## config.mk

```make
export PLATFORM = sky130hd
export DESIGN_NAME = peripheral_frame_decoder
export DESIGN_NICKNAME = d
export VERILOG_FILES = /design/src/hw/frame_decoder_pkg.sv /design/src/hw/region_lookup.sv /design/src/hw/peripheral_frame_decoder.sv
export VERILOG_INCLUDE_DIRS = /design/src /design/src/hw
export SDC_FILE = /design/constraint.sdc
export NUM_CORES = 1
export LEC_CHECK = 0
export ABC_AREA = 1
export CAP_MARGIN = 20
export CORE_AREA = 4 4 143 248
export CTS_BUF_LIST = sky130_fd_sc_hd__clkbuf_8
export DETAILED_ROUTE_END_ITERATION = 12
export DIE_AREA = 0 0 147 252
export DONT_BUFFER_PORTS = 1
export PLACE_DENSITY = 0.56
export SYNTH_ARGS = -nofsm -noshare
export SYNTH_HDL_FRONTEND = slang
export SYNTH_SLANG_ARGS = --single-unit
```

## constraint.sdc

```tcl
create_clock -name sys_clk_in -period 3.7 [get_ports sys_clk_in]
set_clock_uncertainty 0.1 [all_clocks]
set_input_delay 1.11 -clock sys_clk_in [delete_from_list [all_inputs] [get_ports sys_clk_in]]
set_output_delay 1.11 -clock sys_clk_in [all_outputs]
set_load 0.1 [all_outputs]
```

## src/hw/frame_decoder_cfg.svh

```systemverilog
// Purpose: address map, region codes and protection flags of the peripheral frame decoder
// Assumes: word (16-bit) addresses of 22 bits from the cpu memory bus
// Notes:   region bounds are inclusive word addresses
//
// Contract
// - three separately decoded peripheral register frames
// - frame zero sits directly on memory bus
// - frame one uses 32-bit peripheral bus
// - frame two uses 16-bit peripheral bus
// - frame zero accepts 16 and 32-bit accesses
// - protected writes blocked until unlock instruction
// - lock instruction blocks protected writes again
// - flash needs unlock and code security grant
// - frame two ignores 32-bit accesses
// - can control registers: aligned 32-bit only
// - some can control protected; mailbox never
// - code security block is sixteen words
`ifndef FRAME_DECODER_CFG_SVH
`define FRAME_DECODER_CFG_SVH

`define ADDR_W            22
`define REGION_COUNT      23
// frame zero regions
`define EMU_LO            22'h00_0880
`define EMU_HI            22'h00_09FF
`define FLASH_LO          22'h00_0A80
`define FLASH_HI          22'h00_0ADF
`define CODESEC_LO        22'h00_0AE0
`define CODESEC_HI        22'h00_0AEF
`define EXTBUS_LO         22'h00_0B20
`define EXTBUS_HI         22'h00_0B3F
`define TIMER_LO          22'h00_0C00
`define TIMER_HI          22'h00_0C3F
`define INTEXP_LO         22'h00_0CE0
`define INTEXP_HI         22'h00_0CFF
`define VECTOR_LO         22'h00_0D00
`define VECTOR_HI         22'h00_0DFF
// frame one regions
`define CANCTL_LO         22'h00_6000
`define CANCTL_HI         22'h00_60FF
`define CANMBX_LO         22'h00_6100
`define CANMBX_HI         22'h00_61FF
// frame two regions
`define SYSCTL_LO         22'h00_7010
`define SYSCTL_HI         22'h00_702F
`define SPIA_LO           22'h00_7040
`define SPIA_HI           22'h00_704F
`define SCIA_LO           22'h00_7050
`define SCIA_HI           22'h00_705F
`define EXTINT_LO         22'h00_7070
`define EXTINT_HI         22'h00_707F
`define PINMUX_LO         22'h00_70C0
`define PINMUX_HI         22'h00_70DF
`define PINDAT_LO         22'h00_70E0
`define PINDAT_HI         22'h00_70FF
`define CONV_LO           22'h00_7100
`define CONV_HI           22'h00_711F
`define EVA_LO            22'h00_7400
`define EVA_HI            22'h00_743F
`define EVB_LO            22'h00_7500
`define EVB_HI            22'h00_753F
`define SCIB_LO           22'h00_7750
`define SCIB_HI           22'h00_775F
`define SERPORT_LO        22'h00_7800
`define SERPORT_HI        22'h00_783F
// unlock state after reset
`define UNLOCK_RESET      1'b0

`endif

```

## src/hw/frame_decoder_pkg.sv

```systemverilog
// Purpose: types shared by the peripheral frame decoder files
// Assumes: constants come from frame_decoder_cfg.svh
// Notes:   none
package frame_decoder_pkg;

    // which frame an access lands in
    typedef enum logic [1:0] {
        FRAME_NONE,
        FRAME_ZERO,
        FRAME_ONE,
        FRAME_TWO
    } frame_t;

    // outcome of one access
    typedef enum logic [1:0] {
        RESULT_ACCEPTED,
        RESULT_PROTECTED,
        RESULT_WIDTH,
        RESULT_RESERVED
    } result_t;

    // cpu request
    typedef struct packed {
        logic        valid;
        logic        write;
        logic        wide;      // 32-bit access
        logic [21:0] addr;
        logic [31:0] wdata;
    } cpu_req_t;

    // decoder answer
    typedef struct packed {
        logic        done;
        result_t     result;
        logic [31:0] rdata;
    } cpu_rsp_t;

    // one peripheral bus request
    typedef struct packed {
        logic        valid;
        logic        write;
        logic        wide;
        logic [21:0] addr;
        logic [31:0] wdata;
    } per_req_t;

    // combinational region lookup
    typedef struct packed {
        frame_t      frame;
        logic [22:0] hit;       // one-hot region hit
        logic        protect;   // needs unlock
        logic        flash;     // needs code security grant too
        logic        can_ctl;   // aligned 32-bit only
    } region_info_t;

endpackage

```

## src/hw/region_lookup.sv

```systemverilog
// Purpose: maps a word address to frame, one-hot region and protection attributes
// Assumes: purely combinational, same clock domain as the caller
// Notes:   regions never overlap, so at most one hit bit is set
`timescale 1ns/100ps
`include "frame_decoder_cfg.svh"
`default_nettype none
module region_lookup
    import frame_decoder_pkg::*;
(
    input  wire logic [21:0]  addr_in,
    input  wire logic         wide_in,
    output region_info_t      info_out
);

    localparam int N = `REGION_COUNT;
    // region bounds, index order matches hit bits
    localparam logic [N*22-1:0] LO_TAB = {
        `EMU_LO, `FLASH_LO, `CODESEC_LO, `EXTBUS_LO, `TIMER_LO, `INTEXP_LO, `VECTOR_LO,
        `CANCTL_LO, `CANMBX_LO,
        `SYSCTL_LO, `SPIA_LO, `SCIA_LO, `EXTINT_LO, `PINMUX_LO, `PINDAT_LO, `CONV_LO,
        `EVA_LO, `EVB_LO, `SCIB_LO, `SERPORT_LO, 22'h3F_FFFF, 22'h3F_FFFF, 22'h3F_FFFF};
    localparam logic [N*22-1:0] HI_TAB = {
        `EMU_HI, `FLASH_HI, `CODESEC_HI, `EXTBUS_HI, `TIMER_HI, `INTEXP_HI, `VECTOR_HI,
        `CANCTL_HI, `CANMBX_HI,
        `SYSCTL_HI, `SPIA_HI, `SCIA_HI, `EXTINT_HI, `PINMUX_HI, `PINDAT_HI, `CONV_HI,
        `EVA_HI, `EVB_HI, `SCIB_HI, `SERPORT_HI, 22'h00_0000, 22'h00_0000, 22'h00_0000};
    // bit k of table refers to entry N-1-k in the list above
    localparam logic [N-1:0] PROT_TAB = 23'b111_0001_0_0_1000100_0000_000;

    logic [N-1:0] hit;  // raw range hits

    genvar g;
    generate
        for (g = 0; g < N; g++) begin : g_cmp
            assign hit[g] = (addr_in >= LO_TAB[g*22 +: 22]) && (addr_in <= HI_TAB[g*22 +: 22]);
        end
    endgenerate

    // derive frame and attributes from the hit vector
    always_comb begin
        info_out.hit     = hit;
        info_out.protect = |(hit & PROT_TAB);
        info_out.flash   = hit[N-2];
        info_out.can_ctl = hit[N-8];
        if (|hit[N-1 -: 7]) begin
            info_out.frame = FRAME_ZERO;
        end else if (|hit[N-8 -: 2]) begin
            info_out.frame = FRAME_ONE;
        end else if (|hit[N-10 -: 11]) begin
            info_out.frame = FRAME_TWO;
        end else begin
            info_out.frame = FRAME_NONE;
        end
        // wide flag only clears protect on unmapped addresses here; width checks are made by the caller
        if (wide_in && info_out.frame == FRAME_NONE) begin
            info_out.protect = 1'b0;
        end
    end

endmodule
`default_nettype wire

```

## src/hw/peripheral_frame_decoder.sv

```systemverilog
// Purpose: decodes cpu accesses into three peripheral frames with width and write-protection checks
// Assumes: cpu holds a request for one cycle; peripherals answer read data in the same cycle as select
// Notes:   one access per two cycles; request taken when idle
`timescale 1ns/100ps
`include "frame_decoder_cfg.svh"
`default_nettype none
module peripheral_frame_decoder
    import frame_decoder_pkg::*;
(
    input  wire logic         sys_clk_in,        // system clock, 100 MHz
    input  wire logic         reset_n_in,        // async reset, active low
    input  wire cpu_req_t     cpu_req_in,        // cpu access request
    input  wire logic         unlock_exec_in,    // protected_write_unlock executed (pulse)
    input  wire logic         lock_exec_in,      // protected_write_lock executed (pulse)
    input  wire logic         code_sec_grant_in, // code_security_block permits flash access
    input  wire logic [22:0]  can_prot_mask_in,  // unused high bits ignored; bit 0: can control protected subset
    input  wire logic [31:0]  frame0_rdata_in,   // read data from frame zero regions
    input  wire logic [31:0]  frame1_rdata_in,   // read data from 32-bit bus
    input  wire logic [15:0]  frame2_rdata_in,   // read data from 16-bit bus
    output cpu_rsp_t          cpu_rsp_out,       // answer to cpu
    output per_req_t          frame0_req_out,    // direct memory bus request
    output per_req_t          frame1_req_out,    // 32-bit peripheral bus request
    output per_req_t          frame2_req_out,    // 16-bit peripheral bus request
    output logic [22:0]       region_sel_out,    // one-hot region select
    output logic              unlocked_out       // protected writes currently open
);

    // sequencing states
    // two states suffice: every bus answers in one cycle
    typedef enum logic {
        ST_IDLE,
        ST_DATA
    } state_t;

    // all registered state
    // the held answer lives in rsp; f0..f2 are the three buses
    typedef struct packed {
        state_t      state;
        logic        unlocked;
        frame_t      frame;
        cpu_rsp_t    rsp;
        per_req_t    f0;
        per_req_t    f1;
        per_req_t    f2;
        logic [22:0] sel;
    } regs_t;

    // one struct carries every flop of the block, so the reset
    // branch and the register update stay in a single place
    regs_t        cur;       // current state
    regs_t        next_cur;  // next state
    // combinational helpers, valid in the cycle of the request
    region_info_t info;      // decode of incoming address
    result_t      verdict;   // outcome for incoming access
    logic         can_prot;  // incoming access hits protected can control

    // timing of one access, counted in rising edges:
    //   edge 0: request taken, verdict and frame latched
    //   edge 1: bus request and region select drop, read data sampled, answer pulse rises
    //   edge 2: answer pulse drops; a new request may be taken
    // a request offered on edge 1 is dropped without trace,
    // so the cpu spaces its requests at least two cycles apart
    //
    // address lookup; purely combinational, so the verdict is
    // ready in the same cycle as the request
    region_lookup u_lookup (
        .addr_in  (cpu_req_in.addr),
        .wide_in  (cpu_req_in.wide),
        .info_out (info)
    );

    // the mask input stands in for the per-register choice of the
    // can block; only bit zero is used, the other bits are spare,
    // and the mailbox region is never looked at here
    // can control subset protected, mailbox never
    assign can_prot = info.can_ctl && can_prot_mask_in[0];

    // classify the incoming access
    // the checks run in priority order: reserved space first, then
    // bus width, then write protection, then the security grant;
    // the first one that hits decides the outcome
    always_comb begin
        // default: the access goes through
        verdict = RESULT_ACCEPTED;
        if (info.frame == FRAME_NONE) begin
            // no select is raised and a read answers zero
            // reserved, no effect
            verdict = RESULT_RESERVED;
        end else if (info.frame == FRAME_TWO && cpu_req_in.wide) begin
            // the narrow bus would split a wide word into garbage
            // 32-bit ignored in frame two
            verdict = RESULT_WIDTH;
        end else if (info.can_ctl && (!cpu_req_in.wide || cpu_req_in.addr[0])) begin
            // a narrow or odd access would tear a 32-bit register
            // can control aligned 32-bit
            verdict = RESULT_WIDTH;
        end else if (cpu_req_in.write && (info.protect || can_prot) && !cur.unlocked) begin
            // only writes are gated; reads of locked regions go through
            // blocked until unlock
            verdict = RESULT_PROTECTED;
        end else if (cpu_req_in.write && info.flash && !code_sec_grant_in) begin
            verdict = RESULT_PROTECTED;
        end else if (info.flash && !code_sec_grant_in) begin
            // so a secured flash block never leaks its contents
            // flash reads need security grant too
            verdict = RESULT_PROTECTED;
        end
    end

    // next-state logic
    // pulses (answer, bus valids, selects) last one cycle and are
    // cleared by default; frame, result and read data are held so
    // that the cpu may look at them after the answer pulse
    always_comb begin
        next_cur          = cur;
        next_cur.rsp.done = 1'b0;
        next_cur.f0.valid = 1'b0;
        next_cur.f1.valid = 1'b0;
        next_cur.f2.valid = 1'b0;
        next_cur.sel      = '0;
        // the unlock flag changes only on an instruction pulse; an
        // access in the same cycle is judged by the old flag value
        // unlock instruction opens
        if (unlock_exec_in) begin
            next_cur.unlocked = 1'b1;
        end
        // closing wins a tie: a stray unlock cannot leave writes open
        // lock instruction closes, wins over unlock
        if (lock_exec_in) begin
            next_cur.unlocked = 1'b0;
        end
        unique case (cur.state)
            ST_IDLE: begin
                // a request is taken only here; refused accesses still
                // pass through the data state so that every taken
                // request gets exactly one answer
                if (cpu_req_in.valid) begin
                    next_cur.frame = info.frame;
                    next_cur.rsp.result = verdict;
                    next_cur.state = ST_DATA;
                    if (verdict == RESULT_ACCEPTED) begin
                        // regions never overlap, so at most one bit is set
                        // single region select
                        next_cur.sel = info.hit;
                        unique case (info.frame)
                            FRAME_ZERO: begin
                                // frame zero sits on the memory bus itself,
                                // so the request passes unchanged in both widths
                                // both widths pass through
                                next_cur.f0 = '{1'b1, cpu_req_in.write, cpu_req_in.wide,
                                                cpu_req_in.addr, cpu_req_in.wdata};
                            end
                            FRAME_ONE: begin
                                // whole word passes; alignment was checked above for can control only
                                // 32-bit peripheral bus
                                next_cur.f1 = '{1'b1, cpu_req_in.write, cpu_req_in.wide,
                                                cpu_req_in.addr, cpu_req_in.wdata};
                            end
                            FRAME_TWO: begin
                                // upper data half forced to zero, width flag
                                // cleared: the narrow bus has no wide mode
                                // 16-bit peripheral bus
                                next_cur.f2 = '{1'b1, cpu_req_in.write, 1'b0,
                                                cpu_req_in.addr, {16'h0000, cpu_req_in.wdata[15:0]}};
                            end
                            FRAME_NONE: begin
                                // cannot occur for an accepted access
                                next_cur.sel = '0;
                            end
                        endcase
                    end
                end
            end
            ST_DATA: begin
                // answer cpu with data from the selected bus
                // the peripheral drives its read data while its bus
                // request stands, so the word is taken on this edge;
                // refused accesses answer zero and touch no register
                // the answer always rises one edge after the taking edge
                next_cur.state    = ST_IDLE;
                next_cur.rsp.done = 1'b1;
                // zero unless the access was accepted
                next_cur.rsp.rdata = 32'h0000_0000;
                if (cur.rsp.result == RESULT_ACCEPTED) begin
                    unique case (cur.frame)
                        FRAME_ZERO: next_cur.rsp.rdata = frame0_rdata_in;
                        FRAME_ONE:  next_cur.rsp.rdata = frame1_rdata_in;
                        FRAME_TWO:  next_cur.rsp.rdata = {16'h0000, frame2_rdata_in};
                        FRAME_NONE: next_cur.rsp.rdata = 32'h0000_0000;
                    endcase
                end
            end
        endcase
    end

    // state register
    // writes stay locked after reset until the first unlock pulse;
    // the reset branch loads constants only
    always_ff @(posedge sys_clk_in or negedge reset_n_in) begin
        if (!reset_n_in) begin
            cur          <= '0;
            cur.state    <= ST_IDLE;
            cur.unlocked <= `UNLOCK_RESET;
        end else begin
            // every field follows its next value
            cur <= next_cur;
        end
    end

    // outputs straight from flip-flops
    // no logic sits between the state register and the ports, so
    // the peripheral buses see clean, glitch-free request words
    assign cpu_rsp_out    = cur.rsp;
    assign frame0_req_out = cur.f0;
    assign frame1_req_out = cur.f1;
    assign frame2_req_out = cur.f2;
    assign region_sel_out = cur.sel;
    assign unlocked_out   = cur.unlocked;

endmodule
`default_nettype wire

```

# Yosys cells after proc, flatten, opt, wreduce, memory -nomap -nowiden
# Index checks and enable logic that the tools add are counted.
[word_totals]
register_bits = 216
input_bits = 165
output_inout_bits = 230
elab_cells = 142
[classes]
order_cmp = 42
n_eq_ne = 6
muxes = 24
bitwise = 1
reduce_logical = 48
[op_table]
columns = ["cell", "n"]
rows = [
  ["$mux 194", 3],
  ["$ge 22x15->1 const B", 13],
  ["$le 22x15->1 const B", 13],
  ["$mux 57", 3],
  ["$ge 22x12->1 const B", 7],
  ["$le 22x12->1 const B", 7],
  ["$pmux 32 s4", 1],
  ["$mux 32", 1],
  ["$logic_and 1x1->1", 30],
  ["$mux 23", 1],
  ["$ge 22x22->1 const B", 1],
  ["$le 22x1->1 const B", 1],
  ["$mux 2", 6],
  ["$reduce_and 4->1", 3],
  ["$reduce_or 11->1", 1],
  ["$eq 2x2->1 const B", 4],
  ["$logic_not 2->1", 4],
  ["$mux 1", 8],
  ["$reduce_or 7->1", 1],
  ["$reduce_or 6->1", 1],
  ["$eq 2x1->1 const B", 2],
  ["$logic_not 1->1", 3],
  ["$logic_or 1x1->1", 2],
  ["$pmux 1 s2", 1],
  ["other kinds (4)", 4],
]

# Logic depth before layout (Yosys ltp)
# Gate-level depths: netlist of the first run.
[logic_depth]
depth_word = 20
depth_mapped = 21

# Modules after synthesis
# From an unflattened synthesis of the first run, not the netlist that was laid out.
[hier_totals]
hier_cells = 1517
area_unflattened_um2 = 11893.9
[by_module_without_submodules]
columns = ["module", "instances", "cells_each", "area_each_um2"]
rows = [
  ["peripheral_frame_decoder", 1, 1240, 10522.6],
  ["region_lookup", 1, 277, 1371.3],
]

# Least setup slack after synthesis of the first run
# No wires, ideal clock.
[synth_timing]
path_kind = "input to register"
startpoint = "in cpu_req_in[39] in the netlist's numbering"
endpoint = "reg cur, in the netlist frame0_req_out[0]"
setup_ns = 0.118
arrival_ns = 2.950
t_required_ns = 3.482
path_slack_ns = 0.532
path_stages = 19
path_cell_list = "buf_2 -> nor2_2 -> nand2_1 -> nor2_2 -> inv_2 -> nand2_1 -> nand2_1 -> inv_2 -> nand2_1 -> nand2_1 -> nand2_1 -> nor2_1 -> nand3_1 -> a21oi_1 -> nand4_1 -> buf_2 -> buf_2 -> nand2_1 -> nand2_1"
[synth_via]
elab_chain_cells = 18
elab_cells_between_ends = 89
cone_classes = "40 x order compare; 2 x eq/ne; 10 x mux; 37 x reduce/logical"
[synth_lines]
columns = ["element", "line", "rtl"]
rows = [
  ["from (decl)", "peripheral_frame_decoder.sv:12", "input wire cpu_req_t cpu_req_in,"],
  ["$ge 22x15->1 / $le 22x15->1 (equally long branches)", "region_lookup.sv:35", "assign hit[g] = (addr_in >= LO_TAB[g*22 +: 22]) && (addr_in <= HI_TAB[g*22 +: 22]);"],
  ["$logic_and 1x1->1", "region_lookup.sv:35", ""],
  ["$reduce_or 11->1", "region_lookup.sv:49", "end else if (|hit[N-10 -: 11]) begin"],
  ["$mux 2", "region_lookup.sv:49", ""],
  ["$mux 2", "region_lookup.sv:47", "end else if (|hit[N-8 -: 2]) begin"],
  ["$mux 2", "region_lookup.sv:45", "if (|hit[N-1 -: 7]) begin"],
  ["$logic_not 2->1", "region_lookup.sv:55, peripheral_frame_decoder.sv:85", ""],
  ["$logic_and 1x1->1", "region_lookup.sv:55", "if (wide_in && info_out.frame == FRAME_NONE) begin"],
  ["$mux 1", "region_lookup.sv:55", ""],
  ["$logic_or 1x1->1", "peripheral_frame_decoder.sv:97", "end else if (cpu_req_in.write && (info.protect || can_prot) && !cur.unlocked) begin"],
  ["$logic_and 1x1->1 (2 in a row)", "peripheral_frame_decoder.sv:97", ""],
  ["$mux 1", "peripheral_frame_decoder.sv:97", ""],
  ["$mux 2", "peripheral_frame_decoder.sv:93", "end else if (info.can_ctl && (!cpu_req_in.wide || cpu_req_in.addr[0])) begin"],
  ["$mux 2", "peripheral_frame_decoder.sv:89", "end else if (info.frame == FRAME_TWO && cpu_req_in.wide) begin"],
  ["$mux 2", "peripheral_frame_decoder.sv:85", "if (info.frame == FRAME_NONE) begin"],
  ["$logic_not 2->1", "peripheral_frame_decoder.sv:141", "if (verdict == RESULT_ACCEPTED) begin"],
  ["$reduce_and 4->1 (no source line) (*)", "n/a", ""],
  ["to (signal assigned)", "peripheral_frame_decoder.sv:206", "cur <= next_cur;"],
  ["to (decl)", "peripheral_frame_decoder.sv:50", "regs_t cur;"],
]
# Every way passes the cells marked *; elsewhere a longest branch is shown, timed or not.
# A chain may end at the register's enable or synchronous reset.

# Worst setup path in the final report of the first run
[layout_timing]
startpoint = "in cpu_req_in[49] in the netlist's numbering"
endpoint = "reg cur, in the netlist frame1_req_out[44]"
# Same word-level chain as after synthesis.

==> results.md, run 1 <==
* Number of placed I/O pins at about 400
* Top-area cell type share of the netlist area at between 40% and 50%
* Most used cell, CP: nand2_1
* Worst Setup Start Kind: input pin
* Slew @ Worst Pin at between 1000 and 1500 ps
* Number of instances in the placed design at between 1,500 and 2,000
* Num CTS Buffers at 31
* Crit path max fanout at 12
* DR WL/cell at 19.3 µm
* F_max at 332 MHz
* CTS Buffer Depth at 3
* Global-route wire length before repair at about 50,000 µm
* Flop2flop setup slack at around 1400 ps
* Ratio of cells with drive above 1 in the final layout at between 10% and 20%
* Total grt overflow at 0
* Nets at approximately 1,400
* Cell taking the most area after synthesis: dfrtp_1
* Drt pass-1 iters at 4
* Setup Fix Bufs, Post-CTS at 0
* Worst VDD drop at ~0.22 mV
* Leakage at a little under 0.006 µW
* Worst Reg-to-Reg Cells at 8
* Synth cell count leaders: nand2_1 (369), buf_4 (231), dfrtp_1 (214)
* Final Hold Fails at 0
* Final WL at roughly 32,000 µm
* Synth top area cells: dfrtp_1 (48%), buf_4 (15%), nand2_1 (12%), nand3_1 (6.7%), nor2_1 (4.1%)
* EDFF count, synth at 0
* Via count at 7,930
* Cell with the most instances after synthesis: nand2_1
* Seq/Total Area, Yosys at a little under half
* Synth Flop Type: dfrtp_1
* Fraction of registers with async set/reset at 100%
* Vias in the first global route at a little over 8,000
* First DRT Iteration DRCs at approximately 420
* FF-to-FF Start: unlocked_out$_DFFE_PN0P_
* DRC Markers at 0
* Unrepaired setup endpoints after global routing: no
* Pwr Density at around 430 mW/mm²
* Worst path slowest cell: inv_1
* Crit-path max cell delay at 280 ps
* Final Setup Violations at 0
* Critical path endpoint: frame1_req_out[44]$_DFFE_PN0P_
* Syn avg cell area at around 8 µm²
* TNS Setup at 0 ps
* Tot GR Track Use at approximately 17%
* Synth Instances at around 1,400
* Core area at around 0.034 mm²
* Total Die Area at around 0.037 mm²
* Number of antenna violations at the first check in global routing at 1
* Largest net degree at the start of global routing at 215
* Hpwl dp at around 24,000 µm
* Utilization after layout at 32.8%
* Status: complete, no violations
* Vias/cell at 4.73
* RD Place Congestion at just under 0.9
* CTS hold repair buffers at 0
* Yosys reg bits at approximately 210
* Reg2reg end: frame0_req_out[53]$_DFFE_PN0P_
* Port bufs at 0
* Final worst path period share at 81.3%
* P&R area growth vs syn at -2.29%
* Critical path data arrival time at between 3000 and 4000 ps
* Slew margin rel. at between 30% and 40%
* Synthesis Warnings at 0
* Fin. max-slew vios at 0
* Netlist Area Pre-Place at 0.0113 mm²
* CTS tree: done
* CTS clk-pin slew, worst paths at 70 ps
* Final cell count without fillers at 1,675
* Resized Gates After CTS at 0
* Crit path launch: cpu_req_in[49]
* WS Path Type: input pin to register
* Crit end category: register
* CP cell instances: nor2_2 > nand3_1 > nor2_2 > nand2_1 > nand3_1 > nand2_1 > nand2_1 > nand2_1 > nor2_1 > nand3_1 > a21oi_1 > buf_4 > nand4_1 > buf_4 > inv_1 > nor2_1
* Hold WC Path Type: input pin to async pin
* Chip height at roughly 250 µm
* Die X at about 150 µm
* Clock Sink Count at approximately 210
* H-tree depth at 1
* Crit path time final at 3010 ps
* Routed Antenna Nets at 0
* Max-capacitance violation count at 0
* Final critical-path setup slack at between 600 and 700 ps
* Pre-CTS WS at a little over 30 ps
* Post-synthesis cell type count at 30
* FP Rows at between 80 and 90
* Critical Path RT at roughly 4100 ps
* Starting density of the core at between 30% and 40%
* Fill count at between 3,000 and 4,000
* Root Driver: clkbuf_8
* Skew-Pair Late Insertion Delay at about 590 ps
## power by group
group          internal (µW)  total [µW]  switching [µW]  leakage [µW]
Combinational           68.3         273             204       0.00273
Sequential              2360        2530             167       0.00280
Clock                   1030        1960             931      0.000363
Total                   3460        4760            1300       0.00589
## cell usage in the layout, fill, tap and decap left out, types with 2 or more instances in the layout
| cell type | netlist | final |
|---|---|---|
| conb_1 | 1 | 18 |
| a21oi_1 | 10 | 10 |
| clkinvlp_4 | 0 | 3 |
| nor2_4 | 3 | 6 |
| a22o_1 | 16 | 16 |
| nand3b_1 | 3 | 3 |
| clkbuf_8 | 0 | 43 |
| nand4_1 | 15 | 15 |
| inv_2 | 9 | 9 |
| o21ai_0 | 35 | 35 |
| nand3_1 | 151 | 151 |
| buf_4 | 231 | 32 |
| inv_1 | 110 | 117 |
| nor2_1 | 124 | 120 |
| dfrtp_1 | 214 | 213 |
| buf_12 | 0 | 11 |
| nor3_1 | 6 | 6 |
| a221oi_1 | 16 | 16 |
| nor2_2 | 10 | 11 |
| nand2_1 | 369 | 369 |
| nand2_2 | 2 | 2 |
| clkinv_2 | 0 | 4 |
## worst min-delay path by stage
stage	from	end	slack, ps	depth (start not counted)
detailed placement	cur[232]$_DFF_PN0_	cpu_rsp_out[34]$_DFF_PN0_	300	0
finish	reset_n_in	region_sel_out[22]$_DFF_PN0_	120	0
floorplan	cur[232]$_DFF_PN0_	cpu_rsp_out[34]$_DFF_PN0_	280	0
CTS	reset_n_in	frame1_req_out[55]$_DFFE_PN0P_	60	0
global placement	cur[232]$_DFF_PN0_	cpu_rsp_out[34]$_DFF_PN0_	290	0
global route	reset_n_in	region_sel_out[6]$_DFF_PN0_	80	0
## worst max-delay path, delay by kind of cell
kind	cells	cell delay, ps
AND/OR/NAND/NOR	12	1420
buffers and inverters	3	630
AO/OA/AOI/OAI	1	210
## through the flow
| stage | hold slack [ps] | total power [µW] | area, µm² |
|---|---|---|---|
| global placement | 294 | 2840 | 10300 |
| CTS | 56.1 | 4830 | 11000 |
| detailed placement | 300 | 2840 | 10300 |
| finish | 121 | 4760 | 11000 |
| global route | 75.5 | 4950 | 11000 |
| floorplan | 282 | 2830 | 11300 |
## area by class of cell
cell class | instances | area, µm² | share of cell area (%)
Antenna cell | 1 | 2.50 | 0.0227
Clock inverter | 14 | 68.8 | 0.625
Multi-Input combinational cell | 785 | 3510 | 31.9
Timing Repair Buffer | 43 | 460 | 4.18
Clock buffer | 43 | 592 | 5.38
Tap cell | 455 | 569 | 5.17
Sequential cell | 214 | 5360 | 48.7
Inverter | 120 | 450 | 4.09
## kinds of logic after synthesis
group | Yosys count | share of synthesized area, %
AOI/OAI and AO/OA | 83 | 4.84
other | 1 | 0.0333
and+or+nand+nor | 684 | 25.5
DFF | 214 | 47.5
buffers and inverters | 407 | 22.1
## layer usage
layer  track usage, %  vias up  wire [µm]
li1                 -     3732          -
met1             18.2     3776      11500
met2             30.4      335      16700
met3             3.86       87       2490
met4             8.42        0       1640
met5                0        -          0
## state kept, by name, indices dropped and copies added (netlist names)
register / count
frame2_req_out: 40
region_sel_out: 21
frame0_req_out: 57
frame1_req_out: 57
cpu_rsp_out: 35
cur: 3
unlocked_out: 1
Power figures use the tool's default switching activity.
==> run 2: changes to the inputs <==
PLACE_DENSITY = 0.58   (was 0.56)
clock period = 2.6 ns   (was 3.7 ns; I/O delays follow)
==> results.md, run 2 (synthesized netlist as in run 1, its figures left out) <==
* Status: finished with violations
* Failing checks: negative hold slack, negative setup slack
* Largest net degree at the start of global routing at 215 (unchanged)
* Ratio of cells with drive above 1 in the final layout at 40.4% (+30 points)
* Most common cell after layout, fill and taps aside: buf_4
* Vias/cell at 4.63 (-2.2%)
* FP Rows at 89 (unchanged)
* Most frequent cells in the layout: buf_4 (345), nand2_1 (329), dfrtp_1 (213)
* Worst VDD drop at 0.408 mV (+88%)
* Crit path max fanout at 7 (-5)
* Utilization after layout at 44.4% (+12 points)
* Nets at 1,718 (+26%)
* Port bufs at 0 (unchanged)
* Crit end category: register
* Routed Antenna Nets at 0 (unchanged)
* Skew-Pair Late Insertion Delay at 530 ps (-60 ps)
* F_max at around 380 MHz
* Starting density of the core at 33.6% (unchanged)
* WS Path Type: input pin to register
* Flop2flop setup slack at 680 ps (-720 ps)
* Fin area at 0.0149 mm² (+35%)
* Crit path time final at approximately 2700 ps
* Reg2reg end: frame1_req_out[7]$_DFFE_PN0P_
* Total grt overflow at 0 (unchanged)
* Final Hold Fails at 214 (+214)
* Final WL at 38,300 µm (+19%)
* Hold WC Path Type: input pin to async pin
* DR WL/cell at 18.9 µm (-2.2%)
* Critical Path RT at 2980 ps (-1090 ps)
* Max-capacitance violation count at 0 (unchanged)
* DRC Markers at 0 (unchanged)
* Pwr Density at 483 mW/mm² (+12%)
* Num CTS Buffers at 35 (+13%)
* Final worst path period share at 102%
* Final critical-path setup slack at -60.8 ps (-751 ps)
* Clock Sink Count at 214 (unchanged)
* Die X at 147 µm (unchanged)
* CTS clk-pin slew, worst paths at 60 ps (about the same)
* Pre-CTS WS at -644 ps (-675 ps)
* Slew margin rel. at 52.2% (+22 points)
* FF-to-FF Start: cur[232]$_DFF_PN0_
* Critical path data arrival time at 3040 ps (-340 ps)
* Leakage at 0.00792 µW (+34%)
* RD Place Congestion at 0.900 (+0.72%)
* Worst Setup Start Kind: input pin
* Global-route wire length before repair at 54,400 µm (+12%)
* Hpwl dp at 26,800 µm (+13%)
* Hold_ws at -163 ps (-284 ps)
* Drt pass-1 iters at 5 (+1)
* Core area at 0.0335 mm² (unchanged)
* Number of antenna violations at the first check in global routing at 1 (unchanged)
* Fin. max-slew vios at 0 (unchanged)
* Chip height at 252 µm (unchanged)
* Placed Area at 0.0129 mm² (+24%)
* CTS Buffer Depth at 3 (unchanged)
* Number of placed I/O pins at 395 (unchanged)
* Total Die Area at 0.0370 mm² (unchanged)
* First DRT Iteration DRCs at 427 (+2.2%)
* Tot GR Track Use at 18.9% (+2.1 points)
* CTS tree: done
* Slew @ Worst Pin at 715 ps (-331 ps)
* H-tree depth at 2 (+1)
* P&R area growth vs syn at 31.9%
* Root Driver: clkbuf_8
* Vias in the first global route at 9,415 (+17%)
* Via count at 9,407 (+19%)
* Final Setup Violations at 67 (+67)
* Unrepaired setup endpoints after global routing: yes
* Worst Reg-to-Reg Cells at 10 (+2)
[run 2: changes by cell type in the layout (fill, tap and decap cells not counted), sizes merged]
cell / before / now
bufinv: 0 / 1
clkbuf: 43 / 57
clkinvlp: 3 / 4
buf: 43 / 384
clkinv: 5 / 4
[run 2: worst max-delay path by stage]
stage | start | end | slack [ps] | cells after the start
4_1_cts | cpu_req_in[40] | frame2_req_out[40]$_DFFE_PN0P_ | 0.7 | 18
6_report | cpu_req_in[53] | frame0_req_out[2]$_DFFE_PN0P_ | -60 | 17
3_3_place_gp | cpu_req_in[50] | frame1_req_out[10]$_DFFE_PN0P_ | -600 | 18
5_1_grt | cpu_req_in[48] | frame0_req_out[2]$_DFFE_PN0P_ | -170 | 18
2_1_floorplan | cpu_req_in[41] | frame0_req_out[22]$_DFFE_PN0P_ | -150 | 19
3_5_place_dp | cpu_req_in[50] | frame1_req_out[49]$_DFFE_PN0P_ | -640 | 18
[run 2: layout make-up]
class	count	area (µm²)
fill	3261	18700
clock buffer	44	606
antenna	1	2.50
timing repair buffer	397	3550
inverter	120	455
sequential	214	5360
multi-input combinational	785	4220
tap	455	569
clock inverter	15	106
[run 2: where the power goes]
group	internal, µW	total, µW	switching, µW
clock network	1630	3010	1380
registers	3360	3380	13.6
logic	228	799	570
total	5220	7180	1960
[run 2: repair_timing]
action                     in CTS  in global routing
cloned                          1                 15
hold endpoints to repair      214                214
setup buffers                   3                 30
pin swaps                       3                 92
setup endpoints to repair      85                173
resized for setup              19                155
[run 2: routing by layer]
layer	track usage, %	vias up	wire length, µm
met2	34.6	385	20500
met1	20.0	4459	13300
met5	0	-	0
met3	4.19	99	2590
met4	9.89	0	1910
li1	-	4464	-
[run 2: metrics by stage]
stage	power [µW]	TNS, ps	std cells
3_3_place_gp	4160	-93330	1924
6_report	7180	-1540	2031
4_1_cts	7250	0	1987
3_5_place_dp	4170	-98150	1924
2_1_floorplan	4040	-18240	1406
5_1_grt	7490	-15390	2031
[run 2: worst max-delay path, cell delays in order]
cell,delay [ps]
nor2_4,120
buf_4,140
nand3_4,120
nor2_4,160
buf_6,130
nand3_1,120
nand2_2,140
nand2_2,60
nor2_2,120
nand3_2,130
a21o_1,250
nor2_4,180
buf_6,150
buf_12,150
clkbuf_16,160
nand3_2,60
nand2_1,70
==> run 3: changes to the inputs <==
PLACE_DENSITY = 0.56   (was 0.58)
clock period = 2.45 ns   (was 2.6 ns; I/O delays follow)
==> results.md, run 3 (synthesized netlist as in run 1, its figures left out) <==
* Fill count at 3,348 (+2.7%)
* TNS Setup at -2120 ps (-586 ps)
* Status: finished with violations
* Global-route wire length before repair at 53,400 µm (-1.9%)
* Die X at 147 µm (unchanged)
* CTS clk-pin slew, worst paths at 60 ps (about the same)
* FP Rows at 89 (unchanged)
* DR WL/cell at 18.6 µm (-1.6%)
* Number of placed I/O pins at 395 (unchanged)
* Pwr Total at 7890 µW (+9.8%)
* Unrepaired setup endpoints after global routing: yes
* Hold_ws at -208 ps (-45.7 ps)
* GR Layer Usage met1 at 19.4% (-0.66 points)
* RD Place Congestion at 0.912 (+1.3%)
* Final Hold Fails at 214 (unchanged)
* Worst VDD drop at 0.381 mV (-6.6%)
* Crit end category: register
* Nets at 1,694 (-1.4%)
* CP cell instances: nor2_4 > nand2_2 > nor2_4 > nand3_2 > nand3_2 > nand2_1 > inv_2 > nand4_1 > nor2_2 > nor2_2 > nor2_4 > nand4_1 > buf_8 > clkbuf_16 > nand2_1 > nand2_1
* Fin. max-slew vios at 0 (unchanged)
* Total Die Area at 0.0370 mm² (unchanged)
* Num CTS Buffers at 35 (unchanged)
* Core area at 0.0335 mm² (unchanged)
* Grt met2 use at 35.2% (+0.55 points)
* Drt pass-1 iters at 5 (unchanged)
* F_max at between 300 and 400 MHz
* Crit path time final at ~2500 ps
* Worst Setup Start Kind: input pin
* Vias in the first global route at 9,193 (-2.4%)
* Port bufs at 0 (unchanged)
* Worst path slowest cell: nor2_4
* Failing checks: negative hold slack, negative setup slack
* Max-capacitance violation count at 0 (unchanged)
* Number of antenna violations at the first check in global routing at 1 (unchanged)
* Worst Reg-to-Reg Cells at 10 (unchanged)
* GRT Max-Usage Layer: met2
* Crit path max fanout at 8 (+1)
* WS Path Type: input pin to register
* Largest net degree at the start of global routing at 215 (unchanged)
* Final WL at 37,300 µm (-2.7%)
* Chip height at 252 µm (unchanged)
* Tot GR Track Use at 18.5% (-0.35 points)
* Starting density of the core at 33.6% (unchanged)
* Slew @ Worst Pin at 681 ps (-33.6 ps)
* Routed Antenna Nets at 0 (unchanged)
* CTS tree: done
* Clock Sink Count at 214 (unchanged)
* Global-route met3 utilization at 4.33% (+0.14 points)
* Skew-Pair Late Insertion Delay at 530 ps (about the same)
* Crit-path max cell delay at 240 ps (about the same)
* DRC Markers at 0 (unchanged)
* Most common cell after layout, fill and taps aside: nand2_1
* Total grt overflow at 0 (unchanged)
* Vias/cell at 4.59 (-0.92%)
* Leakage at 0.00780 µW (-1.5%)
* Ratio of cells with drive above 1 in the final layout at 36.1% (-4.2 points)
* Hold WC Path Type: input pin to async pin
* H-tree depth at 2 (unchanged)
* Slew margin rel. at 54.5% (+2.2 points)
* Pwr Density at 547 mW/mm² (+13%)
* CP Buf/Inv Count at 3 (-2)
* P&R area growth vs syn at 28.0%
* Final critical-path setup slack at -53.8 ps (+7.00 ps)
* CTS Buffer Depth at 3 (unchanged)
* Area of the multi-input gates at 0.00399 mm² (-5.5%)
* Critical path data arrival time at 2820 ps (-220 ps)
* Via count at 9,215 (-2.0%)
* Final worst path period share at 102%
* Critical Path RT at 2770 ps (-210 ps)
* Cell family with most CP delay: simple AND/OR/NAND/NOR gates
* Root Driver: clkbuf_8
* Pre-CTS WS at -826 ps (-182 ps)
* First DRT Iteration DRCs at 316 (-26%)
* Critical Path Stages at 16 (-1)
* Storage element area at 0.00536 mm² (unchanged)
* Final Setup Violations at 99 (+48%)
* Most frequent cells in the layout: nand2_1 (335), buf_4 (330), dfrtp_1 (213)
* Hpwl dp at 26,400 µm (-1.5%)
run 3: final timing paths:
check                                         from                        endpoint  slack, ps
min in group sys_clk_in               lock_exec_in        unlocked_out$_DFFE_PN0P_        160
worst max-delay path                cpu_req_in[48]  frame0_req_out[24]$_DFFE_PN0P_        -50
worst max register to register  cur[232]$_DFF_PN0_   frame1_req_out[6]$_DFFE_PN0P_        570
worst min-delay path                    reset_n_in        unlocked_out$_DFFE_PN0P_       -210
worst min register to register  cur[232]$_DFF_PN0_       cpu_rsp_out[34]$_DFF_PN0_        320
max in group asynchronous               reset_n_in  frame2_req_out[49]$_DFFE_PN0P_       2060
run 3: area by class of cell:
type | instances | area share [%]
antenna | 1 | 0.0174
clock buffer | 47 | 4.49
clock inverter | 13 | 0.955
inverter | 120 | 3.20
multi-input combinational | 787 | 27.7
sequential | 214 | 37.1
tap | 455 | 3.95
timing repair buffer | 370 | 22.5
timing repair inverter | 1 | 0.0521
run 3: worst reg2reg max path, delay by kind of cell (launching register included):
kind / cells / cell delay [ps]
AND/OR/NAND/NOR: 6 / 680
buffers and inverters: 4 / 590
flip-flops: 1 / 400
run 3: routing by layer:
layer | part of all wire, % | vias to the layer above | wire (µm)
li1 | - | 4409 | -
met1 | 34 | 4365 | 12600
met2 | 55 | 361 | 20300
met3 | 7.3 | 80 | 2700
met4 | 4.3 | 0 | 1600
met5 | 0 | - | 0
run 3: timing repair:
action | CTS | global route
endpoints found under the hold margin | 214 | 214
pin swaps | 18 | 36
endpoints found under the setup margin | 167 | 174
resized for setup | 38 | 81
gates cloned | 3 | 11
setup buffers | 11 | 9
run 3: power by group:
group          leakage, µW  internal, µW  switching, µW  total (µW)
Combinational      0.00458           206            599         805
Sequential         0.00280          3570           13.3        3580
Clock             0.000426          2030           1480        3500
run 3: per-stage QoR:
step	instances	util (%)	cell area [µm²]	hold slack, ps
2_1_floorplan	1406	-	11600	282
3_3_place_gp	1916	38.1	12800	302
3_5_place_dp	1916	38.1	12800	306
4_1_cts	1989	41.3	13800	-260
5_1_grt	2008	43.0	14400	-236
6_report	2008	43.0	14400	-208
